`src/inc/rxcf_pkg.sv`:
```
// Shared constants and helpers for the receive checksum and filter control block.
package rxcf_pkg;

    // ------------------------------------------------------------
    // Register map
    // ------------------------------------------------------------
    localparam logic [7:0]  RX_CONTROL_SECOND_OFS   = 8'h76;
    localparam logic [7:0]  TX_FREE_MEMORY_INFO_OFS = 8'h78;

    // ------------------------------------------------------------
    // Field layout of rx_control_second
    // ------------------------------------------------------------
    localparam int          BURST_LSB     = 5;
    localparam int          BURST_MSB     = 7;
    localparam int          FRAG_PASS_BIT = 4;
    localparam int          ZERO_ACC_BIT  = 3;
    localparam int          LITE_EN_BIT   = 2;
    localparam int          ICMP_EN_BIT   = 1;
    localparam int          SRC_FILT_BIT  = 0;
    localparam int          CTRL_W        = 5;
    localparam logic [4:0]  CTRL_RST      = 5'h04;
    localparam logic [2:0]  BURST_RST     = 3'h0;

    // ------------------------------------------------------------
    // Burst codes and transmit queue sizing
    // ------------------------------------------------------------
    localparam logic [2:0]  BURST_WHOLE   = 3'h4;
    localparam int          FREE_W        = 13;
    localparam logic [12:0] TXQ_BYTES_DEF = 13'h1000;
    localparam logic [12:0] CTRL_WORD_DEF = 13'h0004;

    typedef enum logic [1:0] {
        B_IDLE = 2'b01,
        B_RUN  = 2'b10
    } rxcf_burst_st_t;

    // Bytes per burst for codes 0 to 3; other codes run to the frame end.
    function automatic logic [5:0] burst_bytes(input logic [2:0] code);
        case (code)
            3'h0:    burst_bytes = 6'h04;
            3'h1:    burst_bytes = 6'h08;
            3'h2:    burst_bytes = 6'h10;
            3'h3:    burst_bytes = 6'h20;
            default: burst_bytes = 6'h00;
        endcase
    endfunction

    function automatic logic burst_whole(input logic [2:0] code);
        burst_whole = (code >= BURST_WHOLE);
    endfunction

    // Word-aligned decode of a byte address against a register offset.
    function automatic logic reg_hit(input logic [7:0] addr, input logic [7:0] ofs);
        reg_hit = (addr[7:1] == ofs[7:1]);
    endfunction

endpackage

```
`src/inc/rxcf_link_if.sv`:
```
// Internal carrier between the register bank and its burst and memory helpers.
`timescale 1ns/10ps
interface rxcf_link_if;
    logic [2:0]                  burst_code;
    logic                        rxq_cmd;
    logic                        rxq_byte;
    logic                        rxq_frame_end;
    logic                        burst_done;
    logic                        burst_active;
    logic                        tx_alloc;
    logic [rxcf_pkg::FREE_W-1:0] tx_alloc_len;
    logic                        tx_release;
    logic [rxcf_pkg::FREE_W-1:0] tx_release_len;
    logic [rxcf_pkg::FREE_W-1:0] tx_free;

    modport top_mp (
        output burst_code, rxq_cmd, rxq_byte, rxq_frame_end,
        output tx_alloc, tx_alloc_len, tx_release, tx_release_len,
        input  burst_done, burst_active, tx_free
    );
    modport burst_mp (
        input  burst_code, rxq_cmd, rxq_byte, rxq_frame_end,
        output burst_done, burst_active
    );
    modport txmem_mp (
        input  tx_alloc, tx_alloc_len, tx_release, tx_release_len,
        output tx_free
    );
endinterface

```
`src/logic/rxcf_burst.sv`:
```
// Receive queue DMA burst tracker.
`timescale 1ns/10ps
module rxcf_burst (
    // Clock and reset
    input wire logic     sys_clk,
    input wire logic     rst,
    // Link to the register bank
    rxcf_link_if.burst_mp lnk
);
    rxcf_pkg::rxcf_burst_st_t st_ff;
    logic [5:0]               cnt_ff;
    logic                     done_ff;
    logic [5:0]               len;
    logic                     last;

    assign len  = rxcf_pkg::burst_bytes(lnk.burst_code);
    assign last = lnk.rxq_frame_end ||
                  (!rxcf_pkg::burst_whole(lnk.burst_code) && cnt_ff == len - 6'h01);

    // A burst only starts on a read command byte; stray bytes are ignored.
    always_ff @(posedge sys_clk) begin
        if (rst) begin
            st_ff  <= rxcf_pkg::B_IDLE;
            cnt_ff <= 6'h00;
        end else begin
            case (st_ff)
                rxcf_pkg::B_IDLE: begin
                    if (lnk.rxq_cmd) begin
                        st_ff  <= rxcf_pkg::B_RUN;
                        cnt_ff <= 6'h00;
                    end
                end
                rxcf_pkg::B_RUN: begin
                    if (lnk.rxq_byte) begin
                        if (last) begin
                            st_ff <= rxcf_pkg::B_IDLE;
                        end
                        cnt_ff <= cnt_ff + 6'h01;
                    end
                end
                default: st_ff <= rxcf_pkg::B_IDLE;
            endcase
        end
    end

    always_ff @(posedge sys_clk) begin
        if (rst) begin
            done_ff <= 1'b0;
        end else begin
            done_ff <= (st_ff == rxcf_pkg::B_RUN) && lnk.rxq_byte && last;
        end
    end

    assign lnk.burst_done   = done_ff;
    assign lnk.burst_active = (st_ff == rxcf_pkg::B_RUN);

    chk_burst_ends_count: assert property (@(posedge sys_clk) disable iff (rst)
        st_ff == rxcf_pkg::B_RUN && lnk.rxq_byte && !lnk.rxq_frame_end && lnk.burst_code == 3'h0
        && cnt_ff == 6'h03 |=> done_ff && st_ff == rxcf_pkg::B_IDLE)
        else $error("Four byte burst did not end on its fourth byte.");

    chk_burst_needs_cmd: assert property (@(posedge sys_clk) disable iff (rst)
        st_ff == rxcf_pkg::B_IDLE && !lnk.rxq_cmd |=> st_ff == rxcf_pkg::B_IDLE && !done_ff)
        else $error("Burst began without a read command byte.");
endmodule

```
`src/logic/rxcf_txmem.sv`:
```
// Free byte counter of the transmit queue.
`timescale 1ns/10ps
module rxcf_txmem #(
    parameter logic [rxcf_pkg::FREE_W-1:0] TXQ_BYTES = rxcf_pkg::TXQ_BYTES_DEF,
    parameter logic [rxcf_pkg::FREE_W-1:0] CTRL_WORD = rxcf_pkg::CTRL_WORD_DEF
) (
    // Clock and reset
    input wire logic      sys_clk,
    input wire logic      rst,
    // Link to the register bank
    rxcf_link_if.txmem_mp lnk
);
    logic [rxcf_pkg::FREE_W-1:0] free_ff;
    logic [rxcf_pkg::FREE_W-1:0] take;
    logic [rxcf_pkg::FREE_W-1:0] give;

    // Each frame also holds a control word, so it is charged and refunded too.
    assign take = lnk.tx_alloc   ? lnk.tx_alloc_len + CTRL_WORD : '0;
    assign give = lnk.tx_release ? lnk.tx_release_len + CTRL_WORD : '0;

    // An allocate and a release in one cycle both count; neither is lost.
    always_ff @(posedge sys_clk) begin
        if (rst) begin
            free_ff <= TXQ_BYTES;
        end else begin
            free_ff <= free_ff + give - take;
        end
    end

    assign lnk.tx_free = free_ff;

    chk_free_charges_ctrl: assert property (@(posedge sys_clk) disable iff (rst)
        lnk.tx_alloc && !lnk.tx_release |=>
        free_ff == $past(free_ff) - $past(lnk.tx_alloc_len) - CTRL_WORD)
        else $error("Allocation did not charge payload plus control word.");
endmodule

```
`src/logic/rxcf_regs.sv`:
```
// Receive checksum, source filter and transmit memory control registers.
//
// Function
// - Burst length sits in bits 7..5, write-only, reset zero; bits 15..8 reserved.
// - Burst codes give 4, 8, 16, 32 bytes or a whole frame; others reserved.
// - Fragment-pass bit lets fragmented UDP frames pass the checksum check.
// - Zero-checksum bit accepts UDP frames with zero checksum; clear drops them.
// - UDP-Lite bit enables receive checking and transmit generation; resets set.
// - ICMP bit drops non-fragmented ICMP frames with a wrong checksum.
// - Source filter bit drops frames whose source equals the station address.
// - Transmit memory register reports free queue bytes in bits 12..0.
// - Free count charges both payload bytes and each frame's control word.
// - Station address is one 48-bit value for all comparisons.
`timescale 1ns/10ps
module rxcf_regs #(
    parameter logic [rxcf_pkg::FREE_W-1:0] TXQ_BYTES = rxcf_pkg::TXQ_BYTES_DEF,
    parameter logic [rxcf_pkg::FREE_W-1:0] CTRL_WORD = rxcf_pkg::CTRL_WORD_DEF
) (
    // Clock and reset
    input  wire logic                        sys_clk,
    input  wire logic                        rst,
    // Register port from the serial host interface
    input  wire logic [7:0]                  reg_addr,
    input  wire logic [1:0]                  reg_be,
    input  wire logic                        reg_wr,
    input  wire logic                        reg_rd,
    input  wire logic [15:0]                 reg_wdata,
    output logic      [15:0]                 reg_rdata,
    output logic                             reg_rack,
    // Station address
    input  wire logic [47:0]                 station_addr,
    // Received frame classification
    input  wire logic                        frm_valid,
    input  wire logic [47:0]                 frm_src_addr,
    input  wire logic                        frm_is_udp,
    input  wire logic                        frm_is_udp_lite,
    input  wire logic                        frm_is_icmp,
    input  wire logic                        frm_frag,
    input  wire logic                        frm_csum_zero,
    input  wire logic                        frm_csum_bad,
    output logic                             frm_done,
    output logic                             frm_drop,
    // Transmit side
    output logic                             udp_lite_tx_gen,
    input  wire logic                        tx_alloc,
    input  wire logic [rxcf_pkg::FREE_W-1:0] tx_alloc_len,
    input  wire logic                        tx_release,
    input  wire logic [rxcf_pkg::FREE_W-1:0] tx_release_len,
    output logic      [rxcf_pkg::FREE_W-1:0] tx_free_bytes,
    // Receive queue DMA
    input  wire logic                        rxq_cmd,
    input  wire logic                        rxq_byte,
    input  wire logic                        rxq_frame_end,
    output logic                             rxq_burst_done,
    output logic                             rxq_burst_active
);

    // ------------------------------------------------------------
    // Storage
    // ------------------------------------------------------------
    logic [rxcf_pkg::CTRL_W-1:0] ctrl_ff;
    logic [2:0]                  burst_ff;
    logic [15:0]                 rdata_ff;
    logic                        rack_ff;
    logic                        done_ff;
    logic                        drop_ff;
    logic [15:0]                 nxt_rdata;
    logic                        nxt_drop;

    logic frag_pass;
    logic zero_accept;
    logic lite_en;
    logic icmp_en;
    logic src_filt;
    logic wr_ctrl;

    rxcf_link_if lnk ();

    assign frag_pass   = ctrl_ff[rxcf_pkg::FRAG_PASS_BIT];
    assign zero_accept = ctrl_ff[rxcf_pkg::ZERO_ACC_BIT];
    assign lite_en     = ctrl_ff[rxcf_pkg::LITE_EN_BIT];
    assign icmp_en     = ctrl_ff[rxcf_pkg::ICMP_EN_BIT];
    assign src_filt    = ctrl_ff[rxcf_pkg::SRC_FILT_BIT];

    // ------------------------------------------------------------
    // Register writes
    // ------------------------------------------------------------
    // Every control bit lives in the low byte, so only that lane matters.
    assign wr_ctrl = reg_wr && reg_be[0] && rxcf_pkg::reg_hit(reg_addr, rxcf_pkg::RX_CONTROL_SECOND_OFS);

    always_ff @(posedge sys_clk) begin
        if (rst) begin
            ctrl_ff <= rxcf_pkg::CTRL_RST;
        end else if (wr_ctrl) begin
            ctrl_ff <= reg_wdata[rxcf_pkg::CTRL_W-1:0];
        end
    end

    // A reserved burst code is stored as written; the tracker then runs to the frame end.
    always_ff @(posedge sys_clk) begin
        if (rst) begin
            burst_ff <= rxcf_pkg::BURST_RST;
        end else if (wr_ctrl) begin
            burst_ff <= reg_wdata[rxcf_pkg::BURST_MSB:rxcf_pkg::BURST_LSB];
        end
    end

    // ------------------------------------------------------------
    // Register reads
    // ------------------------------------------------------------
    always_comb begin
        nxt_rdata = 16'h0000;
        if (rxcf_pkg::reg_hit(reg_addr, rxcf_pkg::RX_CONTROL_SECOND_OFS)) begin
            nxt_rdata[rxcf_pkg::CTRL_W-1:0] = ctrl_ff;
        end else if (rxcf_pkg::reg_hit(reg_addr, rxcf_pkg::TX_FREE_MEMORY_INFO_OFS)) begin
            nxt_rdata[rxcf_pkg::FREE_W-1:0] = lnk.tx_free;
        end
    end

    always_ff @(posedge sys_clk) begin
        if (rst) begin
            rdata_ff <= 16'h0000;
            rack_ff  <= 1'b0;
        end else begin
            rack_ff <= reg_rd;
            if (reg_rd) begin
                rdata_ff <= nxt_rdata;
            end
        end
    end

    assign reg_rdata = rdata_ff;
    assign reg_rack  = rack_ff;

    // ------------------------------------------------------------
    // Receive frame verdict
    // ------------------------------------------------------------
    // The whole 48-bit station address is compared in one step.
    always_comb begin
        nxt_drop = 1'b0;
        if (src_filt && frm_src_addr == station_addr) begin
            nxt_drop = 1'b1;
        end
        if (frm_is_udp && frm_csum_zero && !zero_accept) begin
            nxt_drop = 1'b1;
        end
        if (frm_is_udp && !frm_csum_zero && frm_csum_bad && !(frm_frag && frag_pass)) begin
            nxt_drop = 1'b1;
        end
        if (frm_is_udp_lite && lite_en && frm_csum_bad && !(frm_frag && frag_pass)) begin
            nxt_drop = 1'b1;
        end
        if (frm_is_icmp && !frm_frag && icmp_en && frm_csum_bad) begin
            nxt_drop = 1'b1;
        end
    end

    always_ff @(posedge sys_clk) begin
        if (rst) begin
            done_ff <= 1'b0;
            drop_ff <= 1'b0;
        end else begin
            done_ff <= frm_valid;
            drop_ff <= frm_valid && nxt_drop;
        end
    end

    assign frm_done        = done_ff;
    assign frm_drop        = drop_ff;
    assign udp_lite_tx_gen = lite_en;

    // ------------------------------------------------------------
    // Helpers
    // ------------------------------------------------------------
    // The host is trusted to check free space before writing a frame.
    assign lnk.burst_code     = burst_ff;
    assign lnk.rxq_cmd        = rxq_cmd;
    assign lnk.rxq_byte       = rxq_byte;
    assign lnk.rxq_frame_end  = rxq_frame_end;
    assign lnk.tx_alloc       = tx_alloc;
    assign lnk.tx_alloc_len   = tx_alloc_len;
    assign lnk.tx_release     = tx_release;
    assign lnk.tx_release_len = tx_release_len;
    assign rxq_burst_done     = lnk.burst_done;
    assign rxq_burst_active   = lnk.burst_active;
    assign tx_free_bytes      = lnk.tx_free;

    rxcf_burst u_burst (
        .sys_clk (sys_clk),
        .rst     (rst),
        .lnk     (lnk.burst_mp)
    );

    rxcf_txmem #(
        .TXQ_BYTES (TXQ_BYTES),
        .CTRL_WORD (CTRL_WORD)
    ) u_txmem (
        .sys_clk (sys_clk),
        .rst     (rst),
        .lnk     (lnk.txmem_mp)
    );

    // ------------------------------------------------------------
    // Checks
    // ------------------------------------------------------------
    chk_ctrl_read_zero: assert property (@(posedge sys_clk) disable iff (rst)
        reg_rd && rxcf_pkg::reg_hit(reg_addr, rxcf_pkg::RX_CONTROL_SECOND_OFS) |=>
        reg_rack && reg_rdata[15:5] == 11'h000 && reg_rdata[4:0] == $past(ctrl_ff))
        else $error("Control register read showed write-only or reserved bits.");

    chk_ctrl_write_keep: assert property (@(posedge sys_clk) disable iff (rst)
        wr_ctrl |=> ctrl_ff == $past(reg_wdata[4:0]) && burst_ff == $past(reg_wdata[7:5]))
        else $error("Control write did not store its low byte fields.");

    chk_free_read: assert property (@(posedge sys_clk) disable iff (rst)
        reg_rd && rxcf_pkg::reg_hit(reg_addr, rxcf_pkg::TX_FREE_MEMORY_INFO_OFS) |=>
        reg_rdata[15:13] == 3'h0 && reg_rdata[12:0] == $past(lnk.tx_free))
        else $error("Free memory read did not show the free count.");

    chk_src_filter_drop: assert property (@(posedge sys_clk) disable iff (rst)
        frm_valid && src_filt && frm_src_addr == station_addr |=> frm_done && frm_drop)
        else $error("Frame from own station address was not dropped.");

    chk_zero_csum_drop: assert property (@(posedge sys_clk) disable iff (rst)
        frm_valid && frm_is_udp && frm_csum_zero && !frm_is_udp_lite && !frm_is_icmp |=>
        frm_drop == (!$past(zero_accept) || $past(src_filt && frm_src_addr == station_addr)))
        else $error("Zero checksum UDP verdict did not follow its control bit.");

    chk_icmp_bad_drop: assert property (@(posedge sys_clk) disable iff (rst)
        frm_valid && frm_is_icmp && !frm_frag && icmp_en && frm_csum_bad |=> frm_drop)
        else $error("Bad ICMP checksum frame was not dropped.");

    chk_lite_off_pass: assert property (@(posedge sys_clk) disable iff (rst)
        frm_valid && frm_is_udp_lite && !frm_is_udp && !frm_is_icmp && !lite_en
        && !(src_filt && frm_src_addr == station_addr) |=> frm_done && !frm_drop)
        else $error("UDP-Lite frame dropped while its checking was off.");

    chk_frag_pass: assert property (@(posedge sys_clk) disable iff (rst)
        frm_valid && frm_is_udp && !frm_is_udp_lite && !frm_is_icmp && frm_frag && frag_pass
        && !frm_csum_zero && !(src_filt && frm_src_addr == station_addr) |=> !frm_drop)
        else $error("Fragmented UDP frame failed checksum despite fragment pass.");

endmodule

```
`config.mk`:
```
export PLATFORM = sky130hd
export DESIGN_NAME = rxcf_regs
export DESIGN_NICKNAME = d
export VERILOG_FILES = /design/src/inc/rxcf_pkg.sv /design/src/inc/rxcf_link_if.sv /design/src/logic/rxcf_burst.sv /design/src/logic/rxcf_txmem.sv /design/src/logic/rxcf_regs.sv
export SDC_FILE = /design/constraint.sdc
export NUM_CORES = 1
export LEC_CHECK = 0
export BUFFER_PORTS_ARGS = -buffer_cell sky130_fd_sc_hd__buf_2
export CELL_PAD_IN_SITES_DETAIL_PLACEMENT = 0
export CELL_PAD_IN_SITES_GLOBAL_PLACEMENT = 1
export CORE_MARGIN = 2
export CORE_UTILIZATION = 32
export CTS_BUF_LIST = sky130_fd_sc_hd__clkbuf_4
export DETAILED_ROUTE_END_ITERATION = 7
export PLACE_DENSITY = 0.86
export SYNTH_ARGS = -nofsm -noshare
export SYNTH_HDL_FRONTEND = slang
export SYNTH_SLANG_ARGS = --single-unit
```
`constraint.sdc`:
```
create_clock -name sys_clk -period 3.7 [get_ports sys_clk]
set_input_delay 0.37 -clock sys_clk [delete_from_list [all_inputs] [get_ports sys_clk]]
set_output_delay 0.37 -clock sys_clk [all_outputs]
set_load 0.02 [all_outputs]
```
Word-level counts from Yosys, hierarchy flattened
Index checks and enable logic that the tools add are counted.

word-level totals
  flip-flop bits (word level) = 46
  bits of input ports = 164
  output and inout port bits = 35
  logic and storage cells = 76

cells by class
  add/sub/neg operators = 6
  $lt $le $gt $ge = 1
  equality and inequality tests = 12
  muxes and demuxes = 18
  reduce and logical (&&, ||, !) cells = 29

operators by type and width
  cell                   count
  $eq 48x48->1           1
  $mux 13                3
  $add 13x3->13 const B  2
  $pmux 6 s4             1
  $logic_and 1x1->1      19
  $eq 7x6->1 const B     2
  $add 13x13->13         1
  $sub 13x13->13         1
  $mux 6                 2
  $pmux 6 s2             1
  $mux 8                 1
  $add 6x1->6 const B    1
  $eq 3x2->1 const B     2
  $eq 6x6->1             1
  $mux 2                 3
  $reduce_and 3->1       2
  $sub 6x1->6 const B    1
  $logic_not 1->1        5
  $mux 1                 5
  $mux 5                 1
  $ne 2x2->1 const B     2
  $pmux 2 s2             1
  $eq 3x1->1 const B     1
  $ge 3x3->1 const B     1
  other kinds (6)        6

Logic depth before layout (Yosys ltp)
  word-level depth = 9
  gate-level depth with buffers = 15
  depth with buffers taken out = 15

Hierarchy
From an unflattened synthesis, not the netlist that was laid out.

unflattened totals
  cell total of the unflattened synthesis = 440
  area, all modules = 3732.3 µm²

by module, submodules not included
  module      instances  cells each  area an instance (µm²)  sequential area each (µm²)
  rxcf_txmem  1          214         1697.9                  260.2
  rxcf_regs   1          171         1551.5                  480.5
  rxcf_burst  1          55          483.0                   180.2

Least setup slack after synthesis
Ideal clock, no wire load.

  path kind = input port to flip-flop
  from = in tx_alloc_len[2] in the netlist's numbering
  to = reg u_txmem.free_ff, in the netlist u_txmem.lnk.tx_free[10]
  setup time = 121 ps
  data arrival time = 2925 ps
  data required time = 3579 ps
  setup slack = 654 ps
  stages on the path = 13
  path buffers = 0
  cells stage by stage = ha_1 -> nand3_1 -> xnor2_1 -> and2_1 -> fa_1 -> inv_1 -> ha_1 -> a21o_1 -> a21oi_1 -> and3b_1 -> o21bai_1 -> a21oi_1 -> mux2_2

between the ends
  word-level cells in the longest chain between the ends = 3

RTL lines
  what                    line              RTL
  start: declaration      rxcf_regs.sv:46   input wire logic [rxcf_pkg::FREE_W-1:0] tx_alloc_len,
  $add 13x3->13           rxcf_txmem.sv:18  assign take = lnk.tx_alloc ? lnk.tx_alloc_len + CTRL_WORD : '0;
  $mux 13                 rxcf_txmem.sv:18
  $sub 13x13->13          rxcf_txmem.sv:26  free_ff <= free_ff + give - take;
  end signal: assignment  rxcf_txmem.sv:26
  end: declaration        rxcf_txmem.sv:13  logic [rxcf_pkg::FREE_W-1:0] free_ff;

No other way between the ends.
A chain may end at the register's enable or synchronous reset.

Worst setup path in the final report
Ends and elaborated chain as after synthesis.

==> impl_metrics.csv <==
group,metric,value,unit
outcome,status,"complete, no violations",
detailed_routing,wl,10.6,mm
critical_path,worstReg2RegEnd,"u_txmem.lnk.tx_free[12]",
synthesis,yosys_warnings,0,
timing,timing.final.crit_share,0.837,
place,placed_area,4740,um^2
clock_network,hold_buffers,0,
place,portBuffers,185,
critical_path,crit_type,"input pin to flop",
critical_path,r2r-start,"u_txmem.lnk.tx_free[1]",
global_routing,grt_max_degree,50,
die,dieArea,12400,um^2
synthesis,synth_commonest_cells,"inv_1 (52), dfxtp_1 (46), xor2_1 (46)",
final_layout,area_growth,30.4,%
timing,finalSetupTns,0,ns
global_routing,grtUsageTotal,0.170,
final_layout,fillers,1180,
timing,finalCriticalPeriod,3.10,ns
critical_path,arrival,3.36,ns
pwr,p_leak,2.35,nW
critical_path,rr_worst_depth,9,
clock_network,htreeDepth,2,
die,ios,199,
synthesis,synth_area_leaders,"dfxtp_1 (25%), xor2_1 (11%), fa_1 (6.5%)",
detailed_routing,postRouteAntennaNets,0,
synthesis,postSynthCellCount,458,
hold_path,min_to,"ctrl_ff[2]",
synthesis,synth_ff_type,"dfxtp_1",
clock_network,root_buffer,"clkbuf_4",
synthesis,ys_seq_area_frac,0.249,
hold_path,hp-class,"input pin to flop",
timing,maxSlewHeadroom,0.430,
synthesis,synth.most_common_cell,"inv_1",
pwr,vdd_drop_max,187,uV
die,start_util,0.325,
final_layout,drive_gt1_frac,0.317,
detailed_routing,wl_per_cell,13.6,um
die,dieHeight,112,um
clock_network,clock_path_buffers,2,
synthesis,synth_area_per_cell,8.08,um^2
critical_path,worstSetupEndpointType,"flop",
global_routing,first_global_vias,3707,
die,core_area,11400,um^2
clock_network,path_clk_slew,0.13,ns
detailed_routing,dr_total_vias,3729,
detailed_routing,drc,0,
hold_path,hp-start,"reg_wdata[2]",
timing,hold_viol_final,0,
critical_path,cp.required,3.96,ns
clock_network,cts_num_sinks,46,
pwr,powerDensity,455,nW/um^2
final_layout,finish.instance_area,4820,um^2
die,rows,39,
synthesis,synth.distinct_cells,57,
timing,drv_slew,0,
clock_network,clkLatencyLatePin,0.36,ns
critical_path,regToRegSetupSlack,0.87,ns
synthesis,synth_top_area_share,0.249,
timing,final-setup-viol-count,0,
synthesis,async_reset_ff_frac,0,
detailed_routing,firstDrtPassIters,4,
clock_network,cts_tree,"built",
critical_path,path_max_fanout,6,
detailed_routing,via_per_inst,4.78,
hold_path,hold_depth,2,
synthesis,synth.cell_area,3700,um^2
critical_path,crit_start,"tx_alloc_len[2]",
final_layout,insertedDiodeCount,0,
final_layout,layout.nets,828,
clock_network,cts_resized,0,
timing,rsz0062_at_grt,"false",
global_routing,grt_pass1_wl,17.5,mm
die,fp.dieW,112,um
global_routing,overflow,0,
synthesis,synth_top_cell_by_area,"dfxtp_1",
detailed_routing,drt-initial-drc-count,214,
clock_network,cts_buffers,5,
synthesis,synth_edf_count,0,
clock_network,post_cts_buffers,0,
place,detailed_place_hpwl,9.08,mm
global_routing,antenna_found_initial,0,
timing,max_freq,0.323,GHz
critical_path,crit_path_start_kind,"input pin",
timing,tightest_slew,0.854,ns
timing,clock_skew,0.0143,ns
place,gp_congestion,0.829,
synthesis,ys_ff_latch,46,
run,max-cap-violations,0,
## how the worst max path moves through the flow
stage                                    endpoint  cells past startpoint
after floorplan           u_txmem.lnk.tx_free[10]                     13
after global placement    u_txmem.lnk.tx_free[10]                     14
after detailed placement  u_txmem.lnk.tx_free[10]                     14
after CTS                 u_txmem.lnk.tx_free[10]                     14
after global routing      u_txmem.lnk.tx_free[10]                     14
final                     u_txmem.lnk.tx_free[10]                     14
## where the power goes
part           internal (mW)  switching (mW)  leakage [nW]  total, mW
clock network          0.150           0.160        0.0419      0.310
registers              0.564          0.0663         0.376      0.630
logic                  0.549           0.708          1.93       1.26
## layer usage
metal | GRT usage | part of all wire
met3 | 0.0267 | 0.053
met5 | 0 | 0
met1 | 0.227 | 0.46
met4 | 0.0354 | 0.012
met2 | 0.291 | 0.48
## cells by family after synthesis
| logic type | Yosys count | synth area share |
|---|---|---|
| compound gates | 73 | 0.131 |
| xor+xnor | 66 | 0.160 |
| fa+ha+maj | 28 | 0.119 |
| buf+inv | 69 | 0.0737 |
| flops | 46 | 0.249 |
| mux | 8 | 0.0220 |
| other cells | 1 | 0.00101 |
| simple gates | 167 | 0.244 |
## worst max-delay path, stage by stage
cell,delay [ns]
buf_2,0.11
ha_1,0.19
nand3_1,0.17
xnor2_1,0.16
and2_1,0.17
fa_1,0.50
inv_1,0.05
ha_1,0.37
a21o_1,0.19
a21oi_1,0.18
and3b_1,0.27
o21bai_1,0.08
a21oi_1,0.19
mux2_2,0.35
## flip-flops by register name (all words and copies together) (netlist names)
signal	flops
u_burst.lnk.burst_done	1
frm_done	1
reg_rack	1
burst_ff	3
u_burst.cnt_ff	6
u_burst.st_ff	2
reg_rdata	13
ctrl_ff	5
frm_drop	1
u_txmem.lnk.tx_free	13
## cell usage in the layout, fill, tap and decap left out, types with 2 or more instances in the layout
cell type  instances
o21ai_0            5
buf_2            185
a22oi_1            8
o211ai_1           2
and3_1             4
nand3b_1           2
or4_1              2
nand4b_1           4
fa_1              12
a211oi_1           6
nor4_1             8
o21bai_1           2
xnor2_1           19
nand3_1           25
o31a_1             2
and3b_1            2
a21o_1             5
clkbuf_4           6
nand4_1           10
nor2b_1            5
nor4_2             3
ha_1              16
xor2_1            46
a21oi_1           22
a22o_1             2
o21a_1             2
dfxtp_1           46
conb_1             3
a31oi_1            2
nand2b_1          14
nor2_1            42
o22ai_1            6
and2_1            12
mux2i_1            7
inv_1             52
nand2_1           24
nor3_1             3
## layout make-up
class / instances / area (um^2) / share of cell area
Timing Repair Buffer: 186 / 933 / 0.193
Clock inverter: 2 / 37.5 / 0.00778
Multi-Input combinational cell: 345 / 2510 / 0.521
Tap cell: 143 / 179 / 0.0371
Sequential cell: 46 / 921 / 0.191
Clock buffer: 6 / 45.0 / 0.00934
Inverter: 52 / 195 / 0.0405
## stage by stage
| step | cells | util | setup slack [ns] | total power [mW] | hold slack, ns |
|---|---|---|---|---|---|
| finish | 780 | 0.424 | 0.604 | 2.20 | 0.226 |
| detailed placement | 772 | 0.417 | 0.216 | 1.90 | 0.462 |
| global placement | 772 | 0.417 | 0.337 | 1.86 | 0.455 |
| CTS | 780 | 0.424 | 0.636 | 2.21 | 0.203 |
| floorplan | 460 | - | 0.654 | 1.53 | 0.449 |
| global route | 780 | 0.424 | 0.569 | 2.40 | 0.207 |
Power figures use the tool's default switching activity.
